<file path="config.mk">
export PLATFORM = sky130hd
export DESIGN_NAME = radio_serial_command_port
export DESIGN_NICKNAME = d
export VERILOG_FILES = /design/src/pkg/radio_cmd_pkg.sv /design/src/logic/pin_sync.sv /design/src/logic/sticky_flags.sv /design/src/logic/radio_serial_command_port.sv
export SDC_FILE = /design/constraint.sdc
export NUM_CORES = 1
export LEC_CHECK = 0
export ABC_AREA = 1
export BUFFER_PORTS_ARGS = -buffer_cell sky130_fd_sc_hd__buf_2
export CAP_MARGIN = 20
export CORE_AREA = 2 2 103 105
export CTS_CLUSTER_SIZE = 10
export DETAILED_ROUTE_END_ITERATION = 7
export DIE_AREA = 0 0 105 107
export GPL_ROUTABILITY_DRIVEN = 0
export GPL_TIMING_DRIVEN = 0
export PLACE_DENSITY = 0.59
export SYNTH_ARGS = -nofsm -noshare
export SYNTH_HDL_FRONTEND = slang
export SYNTH_HIERARCHICAL = 1
export SYNTH_SLANG_ARGS = --single-unit
</file>
<file path="constraint.sdc">
create_clock -name ref_clk -period 5.1 [get_ports ref_clk]
set_input_delay 0 -clock ref_clk [delete_from_list [all_inputs] [get_ports ref_clk]]
set_output_delay 0 -clock ref_clk [all_outputs]
set_load 0.02 [all_outputs]
</file>
<file path="src/pkg/radio_cmd_pkg.sv">
// Purpose: shared constants for the serial command port
// Assumes: 20 MHz reference clock, 16-bit commands
// Notes:   command registers hold full 16-bit words incl. the code byte
package radio_cmd_pkg;

   // ---------------------------------------------------------------
   // command words
   // ---------------------------------------------------------------
   localparam int          CMD_W          = 16;
   localparam logic [7:0]  CODE_SETUP     = 8'h80;   // band and load setup
   localparam logic [7:0]  CODE_POWER     = 8'h82;   // power control
   localparam logic [15:0] SETUP_RESET    = 16'h8008;
   localparam logic [15:0] POWER_RESET    = 16'h8208;
   localparam logic [4:0]  LAST_BIT_IDX   = 5'h0F;   // count of the 16th bit

   // ---------------------------------------------------------------
   // band and load setup fields
   // ---------------------------------------------------------------
   localparam int TX_REG_ENABLE_BIT = 7;
   localparam int FIFO_ENABLE_BIT   = 6;
   localparam int BAND_SEL_LSB      = 4;
   localparam int LOAD_CAP_LSB      = 0;

   // ---------------------------------------------------------------
   // power control fields
   // ---------------------------------------------------------------
   localparam int RX_CHAIN_ON_BIT     = 7;
   localparam int BASEBAND_ON_BIT     = 6;
   localparam int TX_ON_BIT           = 5;
   localparam int SYNTH_ON_BIT        = 4;
   localparam int XTAL_ON_BIT         = 3;
   localparam int LOW_BATT_DET_ON_BIT = 2;
   localparam int WAKE_TIMER_ON_BIT   = 1;
   localparam int CLK_OUT_DISABLE_BIT = 0;

   // ---------------------------------------------------------------
   // event flags, packed into the top of the status word
   // ---------------------------------------------------------------
   localparam int         FLAG_W          = 7;
   localparam int         FLAG_TX_READY   = 6;
   localparam int         FLAG_FIFO_LEVEL = 5;
   localparam int         FLAG_POWER_ON   = 4;
   localparam int         FLAG_OVF_UNDER  = 3;
   localparam int         FLAG_WAKE       = 2;
   localparam int         FLAG_EXTERNAL   = 1;
   localparam int         FLAG_LOW_SUPPLY = 0;
   localparam logic [6:0] FLAG_RESET      = 7'h10;   // power-on event pending

   // ---------------------------------------------------------------
   // timing
   // ---------------------------------------------------------------
   localparam int unsigned CLK_PERIOD_NS  = 50;
   localparam int unsigned POR_TIMEOUT_MS = 100;
   localparam int unsigned POR_CYCLES     = POR_TIMEOUT_MS * 1000000 / CLK_PERIOD_NS;

   typedef enum logic [3:0] {
      ST_POR_WAIT = 4'h1,
      ST_IDLE     = 4'h2,
      ST_SHIFT    = 4'h4,
      ST_HOLD     = 4'h8
   } port_state_t;

endpackage

</file>
<file path="src/logic/pin_sync.sv">
// Purpose: two-flop synchroniser for a group of asynchronous pins
// Assumes: pins are independent levels
// Notes:   first stage feeds only the second stage
`timescale 1ns/100ps
`default_nettype none
module pin_sync #(
   parameter int         W       = 1,
   parameter logic [W-1:0] RST_VAL = '0
) (
   input  wire logic         ref_clk,  // reference clock
   input  wire logic         reset_n,  // sync reset, active low
   input  wire logic [W-1:0] pin_in,   // raw pins
   output logic      [W-1:0] pin_out   // synchronised pins
);

   typedef struct packed {
      logic [W-1:0] meta;
      logic [W-1:0] stable;
   } sync_t;

   sync_t s_q;
   sync_t s_d;

   // shift one stage per clock
   always_comb begin
      s_d.meta   = pin_in;
      s_d.stable = s_q.meta;
   end

   always_ff @(posedge ref_clk) begin
      if (!reset_n) begin
         s_q <= {RST_VAL, RST_VAL};
      end else begin
         s_q <= s_d;
      end
   end

   assign pin_out = s_q.stable;

endmodule
`default_nettype wire

</file>
<file path="src/logic/sticky_flags.sv">
// Purpose: sticky event flags, set by hardware, cleared by the reader
// Assumes: set and clear are single-cycle pulses
// Notes:   a set in the clear cycle wins so no event is lost
`timescale 1ns/100ps
`default_nettype none
module sticky_flags #(
   parameter int           W       = 1,
   parameter logic [W-1:0] RST_VAL = '0
) (
   input  wire logic         ref_clk,  // reference clock
   input  wire logic         reset_n,  // sync reset, active low
   input  wire logic [W-1:0] set_i,    // event pulses
   input  wire logic [W-1:0] clr_i,    // clear pulses
   output logic      [W-1:0] flag_o    // pending flags
);

   typedef struct packed {
      logic [W-1:0] flag;
   } flag_st_t;

   flag_st_t f_q;
   flag_st_t f_d;

   // set dominates clear
   always_comb begin
      f_d.flag = (f_q.flag & ~clr_i) | set_i;
   end

   always_ff @(posedge ref_clk) begin
      if (!reset_n) begin
         f_q.flag <= RST_VAL;
      end else begin
         f_q <= f_d;
      end
   end

   assign flag_o = f_q.flag;

endmodule
`default_nettype wire

</file>
<file path="src/logic/radio_serial_command_port.sv">
// Purpose: serial command port: shift in 16-bit commands, hold setup and
//          power registers, raise the active-low interrupt
// Assumes: link pins are asynchronous to ref_clk; event inputs are
//          single-cycle pulses on ref_clk
// Notes:   link clock is oversampled, so it must stay well below ref_clk/4
//
// Contract
// - bits are taken on each rising link clock while select is low
// - select high returns the shift logic to its start state
// - commands arrive most significant bit first
// - leading code bits pick the command, later bits are its parameters
// - power-on reset loads default values into every command register
// - commands are ignored during the power-on timeout
// - irq_out_n goes low while any enabled event is pending
// - transmit-ready, FIFO level, overflow and underrun raise interrupts
// - power-on, wake timeout, external pulse and low supply raise interrupts
// - FIFO events only while FIFO is enabled
// - transmit register events only while transmit register enabled
// - a one enables its function, except bits defined as disables
// - setup command code 80h carries enables, band and load capacitance
// - FIFO disabled routes received data and clock to output pins
// - band_sel selects 433, 868 or 915 MHz band
// - load_cap_sel steps crystal load from 8.5 to 16.0 pF
// - power command code 82h holds eight power enables
// - rx_chain_on powers the whole receiver; baseband can run alone
// - tx_on powers synth and amplifier, transmits if register enabled
// - synth, crystal, battery detector, wake timer enabled separately
// - clk_out_disable stops the microcontroller clock output
// - with tx_on and rx_chain_on both set, receive mode wins
`timescale 1ns/100ps
`default_nettype none
module radio_serial_command_port
   import radio_cmd_pkg::*;
#(
   parameter int unsigned POR_WAIT_CYCLES = POR_CYCLES
) (
   input  wire logic       ref_clk,           // 20 MHz reference clock
   input  wire logic       reset_n,           // power-on reset, active low
   input  wire logic       select_n,          // link select pin
   input  wire logic       serial_clk_pin,    // link clock pin
   input  wire logic       serial_in_pin,     // link data in
   output logic            serial_out_pin,    // status data out
   input  wire logic       ext_irq_in_n,      // external interrupt pin
   input  wire logic       tx_reg_ready_evt,  // transmit register empty
   input  wire logic       fifo_level_evt,    // FIFO reached its level
   input  wire logic       fifo_overflow_evt, // FIFO overflow
   input  wire logic       tx_underrun_evt,   // transmit register underrun
   input  wire logic       wake_timeout_evt,  // wake-up timer expired
   input  wire logic       low_supply_evt,    // supply below threshold
   input  wire logic       rx_data_in,        // recovered receive data
   input  wire logic       rx_clk_in,         // recovered receive clock
   output logic            irq_out_n,         // interrupt request, low active
   output logic            rx_data_out,       // data pin when FIFO is off
   output logic            data_clock_out,    // data clock when FIFO is off
   output logic            rx_to_fifo,        // received data goes to FIFO
   output logic            tx_reg_enable,     // internal transmit register on
   output logic [1:0]      band_sel,          // 01/10/11: 433/868/915 MHz
   output logic [3:0]      load_cap_sel,      // 8.5 pF + 0.5 pF per step
   output logic            rx_chain_on,       // receive mode, full chain
   output logic            baseband_on,       // receive baseband power
   output logic            synth_on,          // synthesizer power
   output logic            xtal_on,           // crystal oscillator power
   output logic            pa_on,             // power amplifier power
   output logic            tx_active,         // transmit mode
   output logic            tx_start,          // send from transmit register
   output logic            low_batt_det_on,   // low battery detector on
   output logic            wake_timer_on,     // wake-up timer on
   output logic            mcu_clk_out_en,    // microcontroller clock driven
   output logic            cmd_ready          // power-on timeout has ended
);

   // ---------------------------------------------------------------
   // state
   // ---------------------------------------------------------------
   localparam int PORW = $clog2(POR_WAIT_CYCLES + 1);

   typedef struct packed {
      port_state_t       st;
      logic              sck_prev;
      logic              ext_prev;
      logic [15:0]       shift;
      logic [4:0]        cnt;
      logic              status_cmd;
      logic [15:0]       out_shift;
      logic [15:0]       setup;
      logic [15:0]       power;
      logic [PORW-1:0]   por_cnt;
      logic              irq_n;
      logic              data_out;
      logic              data_clock_out_out;
   } port_st_t;

   port_st_t         s_q;
   port_st_t         s_d;
   logic [3:0]       pins_s;
   logic             sel_n_s;
   logic             sck_s;
   logic             sdi_s;
   logic             ext_n_s;
   logic             sck_rise;
   logic             sck_fall;
   logic [15:0]      word;
   logic [FLAG_W-1:0] flags;
   logic [FLAG_W-1:0] flag_set;
   logic [FLAG_W-1:0] flag_clr;

   // ---------------------------------------------------------------
   // pin synchronisers
   // ---------------------------------------------------------------
   // select idles high so the port starts deselected
   pin_sync #(
      .W       (4),
      .RST_VAL (4'h9)
   ) u_pin_sync (
      .ref_clk (ref_clk),
      .reset_n (reset_n),
      .pin_in  ({select_n, serial_clk_pin, serial_in_pin, ext_irq_in_n}),
      .pin_out (pins_s)
   );

   assign sel_n_s  = pins_s[3];
   assign sck_s    = pins_s[2];
   assign sdi_s    = pins_s[1];
   assign ext_n_s  = pins_s[0];
   assign sck_rise = sck_s & ~s_q.sck_prev;
   assign sck_fall = ~sck_s & s_q.sck_prev;
   assign word     = {s_q.shift[14:0], sdi_s};

   // ---------------------------------------------------------------
   // event flags
   // ---------------------------------------------------------------
   // gate each event except the external pulse with the function that produces it
   always_comb begin
      flag_set = '0;
      flag_set[FLAG_TX_READY]   = tx_reg_ready_evt & s_q.setup[TX_REG_ENABLE_BIT];
      flag_set[FLAG_FIFO_LEVEL] = fifo_level_evt & s_q.setup[FIFO_ENABLE_BIT];
      flag_set[FLAG_OVF_UNDER]  = (fifo_overflow_evt & s_q.setup[FIFO_ENABLE_BIT])
                                | (tx_underrun_evt & s_q.setup[TX_REG_ENABLE_BIT]);
      flag_set[FLAG_WAKE]       = wake_timeout_evt & s_q.power[WAKE_TIMER_ON_BIT];
      flag_set[FLAG_EXTERNAL]   = ~ext_n_s & s_q.ext_prev;
      flag_set[FLAG_LOW_SUPPLY] = low_supply_evt & s_q.power[LOW_BATT_DET_ON_BIT];
   end

   // status read clears what it reports
   assign flag_clr = (s_q.st == ST_SHIFT && sck_rise && s_q.cnt == 5'h00 && !sdi_s)
                     ? flags : '0;

   // power-on flag comes out of reset already pending
   sticky_flags #(
      .W       (FLAG_W),
      .RST_VAL (FLAG_RESET)
   ) u_flags (
      .ref_clk (ref_clk),
      .reset_n (reset_n),
      .set_i   (flag_set),
      .clr_i   (flag_clr),
      .flag_o  (flags)
   );

   // ---------------------------------------------------------------
   // command shifter and decoder
   // ---------------------------------------------------------------
   always_comb begin
      s_d          = s_q;
      s_d.sck_prev = sck_s;
      s_d.ext_prev = ext_n_s;
      // low while any enabled event pends
      s_d.irq_n    = ~|flags;
      // direct data pins only without FIFO
      s_d.data_out = ~s_q.setup[FIFO_ENABLE_BIT] & rx_data_in;
      s_d.data_clock_out_out = ~s_q.setup[FIFO_ENABLE_BIT] & rx_clk_in;
      // status bits leave on falling link clock
      if (sck_fall && s_q.status_cmd) begin
         s_d.out_shift = {s_q.out_shift[14:0], 1'b0};
      end
      case (s_q.st)
         ST_POR_WAIT: begin
            if (s_q.por_cnt == '0) begin
               s_d.st = ST_IDLE;
            end else begin
               s_d.por_cnt = s_q.por_cnt - 1'b1;
            end
         end
         ST_IDLE: begin
            s_d.cnt        = '0;
            s_d.status_cmd = 1'b0;
            if (!sel_n_s) begin
               s_d.st = ST_SHIFT;
            end
         end
         ST_SHIFT: begin
            if (sck_rise) begin
               // earlier bits move toward the top
               s_d.shift = word;
               s_d.cnt   = s_q.cnt + 5'h01;
               // a leading zero marks status read
               if (s_q.cnt == 5'h00 && !sdi_s) begin
                  s_d.status_cmd = 1'b1;
                  s_d.out_shift  = {flags, 9'h000};
               end
               // commit only on the sixteenth bit
               if (s_q.cnt == LAST_BIT_IDX) begin
                  s_d.st = ST_HOLD;
                  if (!s_q.status_cmd && word[15:8] == CODE_SETUP) begin
                     s_d.setup = word;
                  end else if (!s_q.status_cmd && word[15:8] == CODE_POWER) begin
                     s_d.power = word;
                  end
               end
            end
         end
         ST_HOLD: begin
            // extra bits in the frame are ignored
            s_d.cnt = s_q.cnt;
         end
         default: begin
            s_d.st = ST_IDLE;
         end
      endcase
      if (sel_n_s && s_q.st != ST_POR_WAIT) begin
         s_d.st         = ST_IDLE;
         s_d.cnt        = '0;
         s_d.status_cmd = 1'b0;
      end
   end

   always_ff @(posedge ref_clk) begin
      if (!reset_n) begin
         s_q.st         <= ST_POR_WAIT;
         s_q.sck_prev   <= 1'b0;
         s_q.ext_prev   <= 1'b1;
         s_q.shift      <= '0;
         s_q.cnt        <= '0;
         s_q.status_cmd <= 1'b0;
         s_q.out_shift  <= '0;
         s_q.setup      <= SETUP_RESET;
         s_q.power      <= POWER_RESET;
         s_q.por_cnt    <= PORW'(POR_WAIT_CYCLES);
         s_q.irq_n      <= 1'b1;
         s_q.data_out   <= 1'b0;
         s_q.data_clock_out_out   <= 1'b0;
      end else begin
         s_q <= s_d;
      end
   end

   // ---------------------------------------------------------------
   // outputs
   // ---------------------------------------------------------------
   assign serial_out_pin = s_q.out_shift[15];
   assign irq_out_n      = s_q.irq_n;
   assign rx_data_out    = s_q.data_out;
   assign data_clock_out = s_q.data_clock_out_out;
   assign cmd_ready      = (s_q.st != ST_POR_WAIT);
   // ones enable, clock bit is a disable
   assign rx_to_fifo     = s_q.setup[FIFO_ENABLE_BIT];
   assign tx_reg_enable  = s_q.setup[TX_REG_ENABLE_BIT];
   assign band_sel       = s_q.setup[BAND_SEL_LSB +: 2];
   assign load_cap_sel   = s_q.setup[LOAD_CAP_LSB +: 4];
   assign rx_chain_on    = s_q.power[RX_CHAIN_ON_BIT];
   assign baseband_on    = s_q.power[RX_CHAIN_ON_BIT] | s_q.power[BASEBAND_ON_BIT];
   assign tx_active      = s_q.power[TX_ON_BIT] & ~s_q.power[RX_CHAIN_ON_BIT];
   assign pa_on          = tx_active;
   assign tx_start       = tx_active & s_q.setup[TX_REG_ENABLE_BIT];
   assign synth_on       = s_q.power[SYNTH_ON_BIT] | rx_chain_on | tx_active;
   assign xtal_on        = s_q.power[XTAL_ON_BIT] | rx_chain_on | tx_active;
   assign low_batt_det_on = s_q.power[LOW_BATT_DET_ON_BIT];
   assign wake_timer_on  = s_q.power[WAKE_TIMER_ON_BIT];
   assign mcu_clk_out_en = ~s_q.power[CLK_OUT_DISABLE_BIT];
endmodule
`default_nettype wire

</file>
==> results.tsv <==
stage	metric	value	unit
floorplan	fp.dieH	107	um
logic_synthesis	synth_compound_area_share	9.80	%
setup_path	critical-path-top-delay-family	buffers and inverters	
pwr	p_leak	2.46	nW
worst_hold_path	hold_class	input pin to flop	
logic_synthesis	ys_types	36	
logic_synthesis	synthTopCellsByCount	nand2_1, dfxtp_1, inv_1, nor2_1, a21oi_1	
placement	dp.cells	805	
finish	fin_nets	714	
logic_synthesis	synthAdderAreaFrac	1.40	%
grt	grt_usage	18.0	%
finish	postLayoutCoreUtil	51.1	%
timing	tns	0	ps
floorplan	die_area	0.0112	mm^2
grt	grt_first_pass_wirelength	16.3	mm
pwr	vdd_drop_max	132	uV
logic_synthesis	netlist_area	0.00448	mm^2
logic_synthesis	synth_top_area_share	43.8	%
placement	placed_cell_area	0.00483	mm^2
logic_synthesis	ys_warn_count	6	
logic_synthesis	synth-simple-area-share	28.6	%
clock_tree	clk_latency	360	ps
finish	syn_to_final_growth	14.9	%
setup_path	critPathLaunchType	flop	
clock_tree	cts_resized	0	
pwr	swShare	34.0	%
timing	rsz0062_at_grt	false	
logic_synthesis	ys_seq_area_share	43.8	%
placement	io_buffer_count	36	
route	first_pass_iters	4	
grt	grt_max_degree	17	
logic_synthesis	async_flop_share	0	%
logic_synthesis	syn-num-nets	652	
logic_synthesis	syn-instance-count	633	
clock_tree	cts_root_buffer	clkbuf_8	
placement	dp_hpwl	7.21	mm
logic_synthesis	synth_area_per_cell	7.08	um^2
clock_tree	h-tree-depth	3	
timing	setup_ws	2910	ps
route	drt_iter0_drc	130	
route	drt-total-wl	9.76	mm
logic_synthesis	synthMuxAreaShare	3.07	%
route	drc	0	
timing	fin_skew	9.75	ps
route	vias	3875	
setup_path	worst-path-stages	13	
timing	hold_ws	31.0	ps
timing	hold_viol	0	
setup_path	worstPathRequired	5360	ps
clock_tree	clock_path_buffers	2	
route	viasPerCell	4.64	
clock_tree	cts_setup_buffers	0	
clock_tree	cts-buffers-inserted	9	
pwr	intPower	1.14	mW
timing	worst_pin_slew	591	ps
timing	fmax	457	MHz
logic_synthesis	yosys_most_used_dff	dfxtp_1	
floorplan	num_rows	37	
floorplan	initial_core_util	44.4	%
floorplan	ioPinCount	37	
finish	final_cells	835	
pwr	p_clk_share	26.4	%
setup_path	r2r_cells	13	
worst_hold_path	holdPathStages	4	
setup_path	worstPathArrival	2450	ps
setup_path	critPathCaptureType	flop	
floorplan	core_area	0.0101	mm^2
route	ant_nets	0	
grt	grt.overflow.total	0	
timing	slew_headroom	60.6	%
finish	layout-drive-gt1-share	12.2	%
logic_synthesis	ys_seq_elements	98	
logic_synthesis	synth_top_family_by_area	simple AND/OR/NAND/NOR gates	
placement	place_ws	3140	ps
setup_path	max_stage_delay	540	ps
timing	period_minus_slack	2190	ps
timing	final_max_slew_viol_count	0	
finish	diodes	0	
logic_synthesis	synth_edf_count	0	
logic_synthesis	synth_most_common_cell	nand2_1	
pwr	sequentialPowerShare	50.3	%
timing	timing.final.crit_share	42.9	%
logic_synthesis	synthTopCellsByArea	dfxtp_1, nand2_1, inv_1	
route	wl_per_cell	11.7	um
clock_tree	clk_pin_slew	90	ps
clock_tree	clkSinkCount	98	
status	outcome	finished clean	
pwr	p_sw	0.586	mW
finish	final_cell_area	0.00515	mm^2
timing	setup_viol_count_final	0	
pwr	power	1.72	mW
grt	grt_antenna_before_repair	0	
setup_path	cpMaxStageDelayCell	dlygate4sd3_1	
setup_path	path_max_fanout	10	
setup_path	path_class	flop to flop	
flow_run	max_cap_violations	0	
setup_path	path_cells	nor2_1 > nand3_1 > inv_1 > nand2_1 > buf_6 > nor2_4 > nand2_2 > buf_6 > nor2_4 > inv_1 > nand2_1 > a21oi_1 > dlygate4sd3_1	
setup_path	crit_buf_inv	5	
grt	grt_pass1_vias	3573	
floorplan	fp.dieW	105	um
logic_synthesis	synth-xor-area-share	1.56	%
clock_tree	cts_tree	yes	
logic_synthesis	yosys.area.top_type	dfxtp_1	
pwr	powerDensity	334	mW/mm^2
pwr	pwr-share-comb	23.3	%
==> power by group through the flow <==
stage / Combinational (mW) / Sequential (mW) / Clock, mW
5_1_grt: 0.462 / 0.874 / 0.504
3_5_place_dp: 0.397 / 0.883 / 0
6_report: 0.402 / 0.866 / 0.455
2_1_floorplan: 0.315 / 0.871 / 0
4_1_cts: 0.404 / 0.866 / 0.475
3_3_place_gp: 0.395 / 0.882 / 0
==> area by class of cell <==
class | instances | area (um^2)
Fill cell | 1045 | 4940
Multi-Input combinational cell | 414 | 1990
Sequential cell | 98 | 1960
Inverter | 93 | 349
Timing Repair Buffer | 51 | 330
Buffer | 28 | 178
Tap cell | 136 | 170
Clock buffer | 10 | 128
Clock inverter | 5 | 41.3
==> placed cells by master, fill, tap and decap left out, types with 2 or more instances in the layout <==
cell type	n
nand3_1	31
xor2_1	7
clkinv_4	2
nor2_2	3
dfxtp_1	98
a21oi_1	45
o211ai_1	2
nand4_1	8
buf_6	5
dlygate4sd3_1	15
nor2_4	3
buf_4	8
nor2_1	78
clkbuf_1	11
nand3b_1	4
clkbuf_8	9
mux2i_1	7
inv_1	92
mux2_2	6
nand2_1	157
ha_1	5
buf_2	40
nand2_2	2
o21ai_0	31
nor3_1	13
==> routing by layer <==
metal  vias to the layer above  wire, um  global-route usage (%)
met5                         -         0                       0
li1                       2095         -                       -
met4                         0       127                    6.29
met1                      1725      4680                    22.7
met2                        42      4670                    30.7
met3                        13       280                    3.65
==> flip-flops by register name, summed over array words and instances, names as in the netlist <==
register	cells
s_q	68
u_flags/flag_o	7
load_cap_sel	4
u_pin_sync/pin_out	4
u_pin_sync/s_d	4
band_sel	2
data_clock_out	1
irq_out_n	1
low_batt_det_on	1
rx_chain_on	1
rx_data_out	1
rx_to_fifo	1
serial_out_pin	1
tx_reg_enable	1
wake_timer_on	1
==> worst register-to-register path, cell delays in order (launching register included) <==
cell,delay [ps]
dfxtp_1,330
nor2_1,140
nand3_1,110
inv_1,80
nand2_1,70
buf_6,150
nor2_4,90
nand2_2,120
buf_6,190
nor2_4,90
inv_1,40
nand2_1,60
a21oi_1,60
dlygate4sd3_1,540
==> what timing repair did <==
action | CTS | global route
setup endpoints to repair | 0 | 0
hold buffers | 15 | 0
hold endpoints to repair | 13 | 0
==> kinds of logic after synthesis <==
kind of cell             count (synthesis)
AO/OA/AOI/OAI                           84
adder cells (fa/ha/maj)                  5
XOR/XNOR                                 8
flip-flops                              98
buffers and inverters                  121
AND/OR/NAND/NOR                        303
other                                    1
multiplexers                            13
==> worst paths after layout <==
kind / start / endpoint / slack (ps)
max: s_q[97]$_SDFFE_PN0P_ / u_flags/flag_o[0]$_SDFF_PN0_ / 2910
min: fifo_overflow_evt / u_flags/flag_o[3]$_SDFF_PN0_ / 30
max reg2reg: s_q[97]$_SDFFE_PN0P_ / u_flags/flag_o[0]$_SDFF_PN0_ / 2910
min reg2reg: u_pin_sync/s_d[0]$_SDFF_PN1_ / u_pin_sync/pin_out[0]$_SDFF_PN1_ / 420
Power figures use the tool's default switching activity.
